==> config.mk <==
export PLATFORM = sky130hd
export DESIGN_NAME = config_word_decoder
export DESIGN_NICKNAME = d
export VERILOG_FILES = /design/src/logic/cfg_word_pkg.sv /design/src/logic/config_word_decoder.sv
export SDC_FILE = /design/constraint.sdc
export NUM_CORES = 1
export LEC_CHECK = 0
export ABC_AREA = 1
export BUFFER_PORTS_ARGS = -buffer_cell sky130_fd_sc_hd__buf_2
export CORE_ASPECT_RATIO = 0.7
export CORE_MARGIN = 2
export CORE_UTILIZATION = 46
export CTS_CLUSTER_SIZE = 28
export DETAILED_ROUTE_END_ITERATION = 8
export PLACE_DENSITY = 0.88
export REMOVE_ABC_BUFFERS = 1
export SYNTH_ARGS = -nofsm -noshare
export SYNTH_HDL_FRONTEND = slang
export SYNTH_SLANG_ARGS = --single-unit
==> constraint.sdc <==
create_clock -name ref_clk -period 2.7 [get_ports ref_clk]
set_input_delay 0.27 -clock ref_clk [delete_from_list [all_inputs] [get_ports ref_clk]]
set_output_delay 0.27 -clock ref_clk [all_outputs]
set_load 0.02 [all_outputs]
==> src/logic/cfg_word_pkg.sv <==
// Purpose: constants and types for the configuration word decoder
// Assumes: APB slave, 32-bit data, one register per aligned word
// Notes: bit positions follow the stored configuration bytes
package cfg_word_pkg;
  localparam logic [11:0] ADDR_CFG2H = 12'h000;
  localparam logic [11:0] ADDR_CFG3L = 12'h004;
  localparam logic [11:0] ADDR_CFG3H = 12'h008;
  localparam logic [11:0] ADDR_CFG4L = 12'h00C;
  localparam logic [11:0] ADDR_CFG5L = 12'h010;
  localparam logic [11:0] ADDR_STATUS = 12'h014;
  localparam logic [11:0] ADDR_SWDT = 12'h018;
  localparam logic [7:0] MASK_CFG2H = 8'h3F;
  localparam logic [7:0] MASK_CFG3L = 8'h3C;
  localparam logic [7:0] MASK_CFG3H = 8'h9D;
  localparam logic [7:0] MASK_CFG4L = 8'h85;
  localparam logic [7:0] MASK_CFG5L_SMALL = 8'h03;
  localparam logic [7:0] MASK_CFG5L_LARGE = 8'h0F;
  localparam int BIT_WDT_HARD = 0;
  localparam int BIT_WDPS_LO = 1;
  localparam int BIT_WATCHDOG_WINDOW_ENABLE = 5;
  localparam int BIT_PWM_RST = 2;
  localparam int BIT_EVEN_POL = 3;
  localparam int BIT_ODD_POL = 4;
  localparam int BIT_CAP_GATE = 5;
  localparam int BIT_FAULT_MX = 0;
  localparam int BIT_SSP_MX = 2;
  localparam int BIT_PWM4_MX = 3;
  localparam int BIT_CLK_MX = 4;
  localparam int BIT_RST_PIN = 7;
  localparam int BIT_STV = 0;
  localparam int BIT_LVP = 2;
  localparam int BIT_BKDBG = 7;
  localparam logic [2:0] PWM_EN_EIGHT = 3'h5;
  localparam logic [2:0] PWM_EN_SIX = 3'h4;
  localparam logic [2:0] PWM_EN_OFF = 3'h0;
  localparam logic [31:0] RESP_ZERO = 32'h0000_0000;

  typedef struct packed {
    logic window_enable;
    logic [15:0] postscale_ratio;
    logic watchdog_run;
    logic timebase_reset;
    logic master_reset_active;
    logic port_e_bit3_input_en;
    logic debug_pins_owned;
    logic low_volt_prog_allowed;
    logic stack_reset;
  } core_ctrl_t;

  typedef struct packed {
    logic [7:0] pwm_pins;
    logic [2:0] pwm_output_enable_field;
    logic timer_ext_clock_in;
    logic fault_a_input;
    logic [3:0] block_protected;
  } pin_ctrl_t;
endpackage

==> src/logic/config_word_decoder.sv <==
// Purpose: latch configuration words and decode device settings
// Assumes: words come from nonvolatile store, stable during reset
// Notes: APB reads return stored words; writes only touch soft watchdog
//
// The APB slave port and the register addresses were chosen for this implementation.
`timescale 1ns/1ns
module config_word_decoder import cfg_word_pkg::*; #(
  parameter bit EIGHT_OUTPUT = 1'b1,
  parameter bit LARGE_MEMORY = 1'b1
) (
  // Clock and reset
  input wire logic ref_clk,
  input wire logic reset_n,
  // Stored configuration words
  input wire logic [7:0] nv_cfg2h,
  input wire logic [7:0] nv_cfg3l,
  input wire logic [7:0] nv_cfg3h,
  input wire logic [7:0] nv_cfg4l,
  input wire logic [7:0] nv_cfg5l,
  // APB slave
  input wire logic psel,
  input wire logic penable,
  input wire logic pwrite,
  input wire logic [11:0] paddr,
  input wire logic [31:0] pwdata,
  output logic [31:0] prdata,
  output logic pready,
  output logic pslverr,
  // Events and pins from the core
  input wire logic special_event_reset_enable,
  input wire logic capture_trigger,
  input wire logic stack_fault,
  input wire logic lvp_entry_request,
  input wire logic [7:0] pwm_raw,
  input wire logic [7:0] pwm_fault_state,
  input wire logic [7:0] pwm_override_state,
  input wire logic fault_active,
  input wire logic override_active,
  input wire logic port_c_bit1,
  input wire logic port_c_bit3,
  input wire logic port_d_bit0,
  input wire logic port_d_bit4,
  input wire logic ssp_sck_out,
  input wire logic ssp_sdo_out,
  // Decoded outputs
  output core_ctrl_t core_ctrl,
  output pin_ctrl_t pin_ctrl,
  output logic [7:0] ssp_pin_sel,
  output logic pwm4_on_port_b5,
  output logic timebase_reset_pulse,
  output logic stack_reset_pulse,
  output logic lvp_entry_grant,
  output logic [2:0] port_c_ssp_out,
  output logic [2:0] port_d_ssp_out
);
  logic [7:0] cfg2h;
  logic [7:0] cfg3l;
  logic [7:0] cfg3h;
  logic [7:0] cfg4l;
  logic [7:0] cfg5l;
  logic loaded;
  logic soft_wdt;

  // Capture after release from stored words
  always_ff @(posedge ref_clk or negedge reset_n) begin
    if (!reset_n) begin
      loaded <= 1'b0;
    end else begin
      loaded <= 1'b1;
    end
  end

  wire [7:0] mask5 = LARGE_MEMORY ? MASK_CFG5L_LARGE : MASK_CFG5L_SMALL;

  // Word 2 high capture
  always_ff @(posedge ref_clk or negedge reset_n) begin
    if (!reset_n) begin
      cfg2h <= 8'h00;
    end else if (!loaded) begin
      cfg2h <= nv_cfg2h & MASK_CFG2H;
    end
  end

  // Word 3 low capture
  always_ff @(posedge ref_clk or negedge reset_n) begin
    if (!reset_n) begin
      cfg3l <= 8'h00;
    end else if (!loaded) begin
      cfg3l <= nv_cfg3l & MASK_CFG3L;
    end
  end

  // Word 3 high capture
  always_ff @(posedge ref_clk or negedge reset_n) begin
    if (!reset_n) begin
      cfg3h <= 8'h00;
    end else if (!loaded) begin
      cfg3h <= nv_cfg3h & MASK_CFG3H;
    end
  end

  // Word 4 low capture
  always_ff @(posedge ref_clk or negedge reset_n) begin
    if (!reset_n) begin
      cfg4l <= 8'h00;
    end else if (!loaded) begin
      cfg4l <= nv_cfg4l & MASK_CFG4L;
    end
  end

  // Word 5 low capture
  always_ff @(posedge ref_clk or negedge reset_n) begin
    if (!reset_n) begin
      cfg5l <= 8'h00;
    end else if (!loaded) begin
      cfg5l <= nv_cfg5l & mask5;
    end
  end

  // APB decode
  wire setup = psel && !penable;
  wire access = psel && penable;
  wire hit_2h = paddr == ADDR_CFG2H;
  wire hit_3l = paddr == ADDR_CFG3L;
  wire hit_3h = paddr == ADDR_CFG3H;
  wire hit_4l = paddr == ADDR_CFG4L;
  wire hit_5l = paddr == ADDR_CFG5L;
  wire hit_st = paddr == ADDR_STATUS;
  wire hit_sw = paddr == ADDR_SWDT;
  wire mapped = hit_2h | hit_3l | hit_3h | hit_4l | hit_5l | hit_st | hit_sw;
  wire [31:0] rd_mux = hit_2h ? {24'h000000, cfg2h} :
                       hit_3l ? {24'h000000, cfg3l} :
                       hit_3h ? {24'h000000, cfg3h} :
                       hit_4l ? {24'h000000, cfg4l} :
                       hit_5l ? {24'h000000, cfg5l} :
                       hit_st ? {30'h0, core_ctrl.watchdog_run, loaded} :
                       hit_sw ? {31'h0, soft_wdt} : RESP_ZERO;
  wire wr_soft = access && pready && pwrite && hit_sw;

  // Ready one cycle after setup
  always_ff @(posedge ref_clk or negedge reset_n) begin
    if (!reset_n) begin
      pready <= 1'b0;
    end else begin
      pready <= setup;
    end
  end

  // Error for unmapped offsets
  always_ff @(posedge ref_clk or negedge reset_n) begin
    if (!reset_n) begin
      pslverr <= 1'b0;
    end else begin
      pslverr <= setup && !mapped;
    end
  end

  // Read data for the access phase
  always_ff @(posedge ref_clk or negedge reset_n) begin
    if (!reset_n) begin
      prdata <= RESP_ZERO;
    end else begin
      prdata <= (setup && !pwrite) ? rd_mux : RESP_ZERO;
    end
  end

  // Soft watchdog enable
  always_ff @(posedge ref_clk or negedge reset_n) begin
    if (!reset_n) begin
      soft_wdt <= 1'b0;
    end else if (wr_soft) begin
      soft_wdt <= pwdata[0];
    end
  end

  // Settings decode
  wire win_en = cfg2h[BIT_WATCHDOG_WINDOW_ENABLE];
  wire [3:0] ps_sel = cfg2h[BIT_WDPS_LO +: 4];
  wire [15:0] ps_ratio = 16'h0001 << ps_sel;
  wire wdt_run = cfg2h[BIT_WDT_HARD] | soft_wdt;
  wire tb_gate_open = !cfg3l[BIT_CAP_GATE] && special_event_reset_enable;
  wire odd_pol = cfg3l[BIT_ODD_POL];
  wire even_pol = cfg3l[BIT_EVEN_POL];
  wire pwm_rst_off = cfg3l[BIT_PWM_RST];
  wire rst_pin = cfg3h[BIT_RST_PIN];
  wire clk_mx = cfg3h[BIT_CLK_MX];
  wire pwm4_mx = cfg3h[BIT_PWM4_MX];
  wire ssp_mx = cfg3h[BIT_SSP_MX];
  wire flt_mx = cfg3h[BIT_FAULT_MX];
  wire dbg_off = cfg4l[BIT_BKDBG];
  wire lvp_en = cfg4l[BIT_LVP];
  wire stv_en = cfg4l[BIT_STV];

  // PWM polarity across all sources
  wire [7:0] pwm_src = override_active ? pwm_override_state :
                       fault_active ? pwm_fault_state : pwm_raw;
  wire [7:0] pol_vec;
  wire [7:0] pwm_pol;
  wire [7:0] ch_mask = EIGHT_OUTPUT ? 8'hFF : 8'h3F;
  genvar g;
  generate
    for (g = 0; g < 8; g++) begin : g_pol
      if (g % 2 == 1) begin : g_odd
        assign pol_vec[g] = odd_pol;
      end else begin : g_even
        assign pol_vec[g] = even_pol;
      end
      assign pwm_pol[g] = (pwm_src[g] ~^ pol_vec[g]) ? 1'b1 : 1'b0;
    end
  endgenerate
  wire [2:0] pwm_en_init = pwm_rst_off ? PWM_EN_OFF :
                           (EIGHT_OUTPUT ? PWM_EN_EIGHT : PWM_EN_SIX);
  wire [7:0] pwm_out = pwm_pol & ch_mask;

  wire [7:0] ssp_sel_vec = ssp_mx ? 8'hB0 : 8'h0E;

  core_ctrl_t next_core;
  pin_ctrl_t next_pin;
  always_comb begin
    next_core.window_enable = win_en;
    next_core.postscale_ratio = ps_ratio;
    next_core.watchdog_run = wdt_run;
    next_core.timebase_reset = tb_gate_open;
    next_core.master_reset_active = rst_pin;
    next_core.port_e_bit3_input_en = !rst_pin;
    next_core.debug_pins_owned = !dbg_off;
    next_core.low_volt_prog_allowed = lvp_en;
    next_core.stack_reset = stv_en;
    next_pin.pwm_pins = pwm_out;
    next_pin.pwm_output_enable_field = pwm_en_init;
    next_pin.timer_ext_clock_in = clk_mx ? port_c_bit3 : port_d_bit0;
    next_pin.fault_a_input = flt_mx ? port_c_bit1 : port_d_bit4;
    next_pin.block_protected = ~cfg5l[3:0] & mask5[3:0];
  end

  // Core settings register
  always_ff @(posedge ref_clk or negedge reset_n) begin
    if (!reset_n) begin
      core_ctrl <= '0;
    end else begin
      core_ctrl <= next_core;
    end
  end

  // Pin settings register
  always_ff @(posedge ref_clk or negedge reset_n) begin
    if (!reset_n) begin
      pin_ctrl <= '0;
    end else begin
      pin_ctrl <= next_pin;
    end
  end

  // Serial pin selection
  always_ff @(posedge ref_clk or negedge reset_n) begin
    if (!reset_n) begin
      ssp_pin_sel <= 8'h00;
    end else begin
      ssp_pin_sel <= ssp_sel_vec;
    end
  end

  // Fourth PWM pin selection
  always_ff @(posedge ref_clk or negedge reset_n) begin
    if (!reset_n) begin
      pwm4_on_port_b5 <= 1'b0;
    end else begin
      pwm4_on_port_b5 <= pwm4_mx;
    end
  end

  // Timebase reset pulse
  always_ff @(posedge ref_clk or negedge reset_n) begin
    if (!reset_n) begin
      timebase_reset_pulse <= 1'b0;
    end else begin
      timebase_reset_pulse <= loaded && tb_gate_open && capture_trigger;
    end
  end

  // Stack error reset pulse
  always_ff @(posedge ref_clk or negedge reset_n) begin
    if (!reset_n) begin
      stack_reset_pulse <= 1'b0;
    end else begin
      stack_reset_pulse <= loaded && stv_en && stack_fault;
    end
  end

  // Low-voltage programming grant
  always_ff @(posedge ref_clk or negedge reset_n) begin
    if (!reset_n) begin
      lvp_entry_grant <= 1'b0;
    end else begin
      lvp_entry_grant <= loaded && lvp_en && lvp_entry_request;
    end
  end

  // Serial outputs on port C
  always_ff @(posedge ref_clk or negedge reset_n) begin
    if (!reset_n) begin
      port_c_ssp_out <= 3'h0;
    end else begin
      port_c_ssp_out <= ssp_mx ? {ssp_sdo_out, ssp_sck_out, 1'b0} : 3'h0;
    end
  end

  // Serial outputs on port D
  always_ff @(posedge ref_clk or negedge reset_n) begin
    if (!reset_n) begin
      port_d_ssp_out <= 3'h0;
    end else begin
      port_d_ssp_out <= ssp_mx ? 3'h0 : {ssp_sck_out, 1'b0, ssp_sdo_out};
    end
  end
endmodule

==> key figures <==
Final layout
  – Nets@finish: roughly 620
  – Area grow syn2layout: 23.9%
  – Total area of sequential cells: between 2000 and 2500 um2
  – Multi-input logic area: ~1200 um2
  – Fillcell total: roughly 660
  – ANT cells: 0
  – Layout cells sized above 1: 0.387

Worst setup path
  – Worst path required time: 2.99 ns
  – CP delay by family, top: flip-flops
  – R2R depth: 9
  – Critical Path Start: loaded$_DFF_PN0_
  – Slowest library cell on the worst path: dfrtp_1
  – Crit Reg-Reg Endpoint: prdata[0]$_DFF_PN0_
  – Crit path cell chain: buf_12, nand3_1, nand2_1, nand2_1, nand2_1, nand2_1, nand2_1, nand2_1, a21oi_2
  – CP Launch Type: flop
  – R2R Path Start: loaded$_DFF_PN0_
  – Worst Setup EP: prdata[0]$_DFF_PN0_
  – Crit path DAT: between 1.5 and 2 ns
  – Critical path class: flop to flop
  – Cell mode on critical path: nand2_1
  – CP max FO: 28
  – Critical path depth: 9
  – Worst reg-to-reg setup slack: between 1 and 1.5 ns
  – Crit end category: flop
  – Slowest stage delay, CP: around 0.61 ns
  – CP bufs+invs: 1

Floorplan
  – Chip Height: approximately 80 um
  – Die X: about 110 um
  – Core ar.: between 7000 and 8000 um2
  – Row count: 26
  – Initial Util: 0.481
  – Die ar.: 8490 um2
  – Number of I/O pins: 218

Global route
  – GRT overflow: 0
  – GRT Total Usage: 0.194
  – Initial antenna violation count: 0
  – Global-route wire length before repair: approximately 12 mm
  – Vias in the first global route: 2658
  – Largest net degree at the start of global routing: 83

Clocking
  – Clock sinks: 82
  – Clock Path Buffers: 2
  – CTS buffer count: 9
  – H-tree levels: 3
  – CTS Root Cell: clkbuf_8
  – CTS resizes: 0
  – # Post-CTS Setup Buffers: 0
  – CTS tree: done
  – Hold_buf cts: 0
  – Skew-Pair Late Insertion Delay: ~0.35 ns
  – Clock Pin Slew Worst Setup and Hold Paths: around 0.09 ns

Logic synthesis
  – Number of flops mapped to enable cells by yosys: 0
  – Synthesized instance count: 361
  – Area share of the largest cell type after synthesis: 0.575
  – Post-synthesis sequential area ratio: 0.575
  – Synth unique cells: 33
  – Syn. warnings: 0
  – FF+latch count, synth: 82
  – Most instantiated cells after synthesis: dfrtp_1 (82), nand2_1 (44), nor2_1 (40)
  – Top cell type by total area after synthesis: dfrtp_1
  – Synthesized area: between 3000 and 4000 um2
  – Largest cells by area after synthesis: dfrtp_1 (58%), buf_4 (7.4%), nand2_1 (4.6%), nor2_1 (4.2%), inv_1 (3.9%)
  – Mean post-synth cell area: between 9 and 10 um2
  – Count leader, synth: dfrtp_1
  – Ys async rst share: 1.00
  – Main synth FF type: dfrtp_1

Route
  – Initial DRC count: around 120
  – DR pass1 iterations: 4
  – DR WL/cell: ~13 um
  – DR DRC count: 0
  – Vias/cell: approximately 4.6
  – WL final: approximately 7.9 mm
  – DRT antenna net count: 0
  – Vias: between 2k and 3k

STA
  – Hold WS: slightly below 0.07 ns
  – Post-route clock period utilization: 0.542
  – Worst Clk Skew: between 0.008 and 0.009 ns
  – Top achievable clock speed: roughly 0.7 GHz
  – RSZ-0062 raised after global routing: no
  – Final Max Slew Viols: 0
  – Final setup violation count: 0
  – Setup ws final: between 1 and 1.5 ns
  – Final hold viol count: 0
  – Final min period: ~1.5 ns
  – Setup TNS: 0 ns
  – Max-slew headroom: 0.336
  – Least-Margin Pin Slew: approximately 1.0 ns

Power
  – VDD IR max: approximately 0.37 mV
  – Power Density: approximately 600 nW/um2
  – Power, Total: between 2 and 3 mW
  – Leak: around 2.4 nW

Placed design
  – Count of input and output buffers: about 140
  – Worst slack at placement: roughly 1.1 ns
  – Placer Congestion: between 0.8 and 0.9
  – Hpwl dp: 6.03 mm

Outcome
  – Outcome: completed

Min path
  – Worst hold path type: input pin to asynchronous set/reset pin

Run
  – Max-Cap Viols: 0
cell families (layout without fill, tap and decap cells):
group                     count (synthesis)  after routing  share of synthesized area
DFF                                      82             82                      0.575
xor gates and xnor gates                  8              8                     0.0196
AOI/OAI and AO/OA                        35             35                     0.0572
muxes                                    11             11                     0.0347
buffers and inverters                    88            199                      0.131
and+or+nand+nor                         135            135                      0.181
other                                     2             31                    0.00210
sequential cells by signal, indices dropped and copies added (netlist names), 2 cells and up:
register,cells
core_ctrl,24
pin_ctrl,15
prdata,7
cfg2h,6
cfg3h,5
cfg3l,4
cfg5l,4
cfg4l,3
port_c_ssp_out,2
port_d_ssp_out,2
ssp_pin_sel,2
layout make-up:
class / count / share of cell area
Sequential cell: 82 / 0.464
Multi-Input combinational cell: 220 / 0.262
Timing Repair Buffer: 139 / 0.161
Inverter: 44 / 0.0374
Clock buffer: 10 / 0.0311
Tap cell: 98 / 0.0277
Clock inverter: 6 / 0.0164
how the worst min path moves through the flow:
| stage | start | endpoint | slack, ns |
|---|---|---|---|
| 2_1_floorplan | reset_n | cfg2h[0]$_DFFE_PN0N_ | -0.03 |
| 3_3_place_gp | cfg4l[0]$_DFFE_PN0N_ | core_ctrl[0]$_DFF_PN0_ | 0.39 |
| 3_5_place_dp | cfg2h[5]$_DFFE_PN0N_ | core_ctrl[23]$_DFF_PN0_ | 0.39 |
| 4_1_cts | penable | pready$_DFF_PN0_ | 0.07 |
| 5_1_grt | penable | pready$_DFF_PN0_ | 0.08 |
| 6_report | reset_n | core_ctrl[9]$_DFF_PN0_ | 0.07 |
metrics by stage:
stage	std cells	instance area, um2	util
after floorplan	346	3380	-
after global placement	583	4210	0.568
after detailed placement	583	4210	0.568
after CTS	599	4420	0.596
after global routing	599	4420	0.596
final	599	4420	0.596
metal layers:
layer  global-route usage  part of all wire  up-vias
met5                    0                 0        -
met4               0.0557             0.010        0
met3               0.0571             0.090        7
met2                0.312              0.48      137
met1                0.254              0.42     1285
li1                     -                 -     1339
where the power goes:
group          total (mW)  switching [mW]  leakage (nW)  internal [mW]
sequential           1.38          0.0606          1.02           1.32
combinational       0.428           0.284          1.33          0.144
clock               0.921           0.459        0.0971          0.462
total                2.73           0.804          2.45           1.93
cell usage in the layout, fill, tap and decap left out, types with 10 or more instances in the layout:
cell type  count
conb_1        31
buf_2        137
nor2_1        40
mux2_2        10
a21oi_1       14
clkbuf_8      10
nand3_1       26
inv_1         37
o21ai_0       11
dfrtp_1       82
nand2_1       44
(Power assumes the default switching activity.)
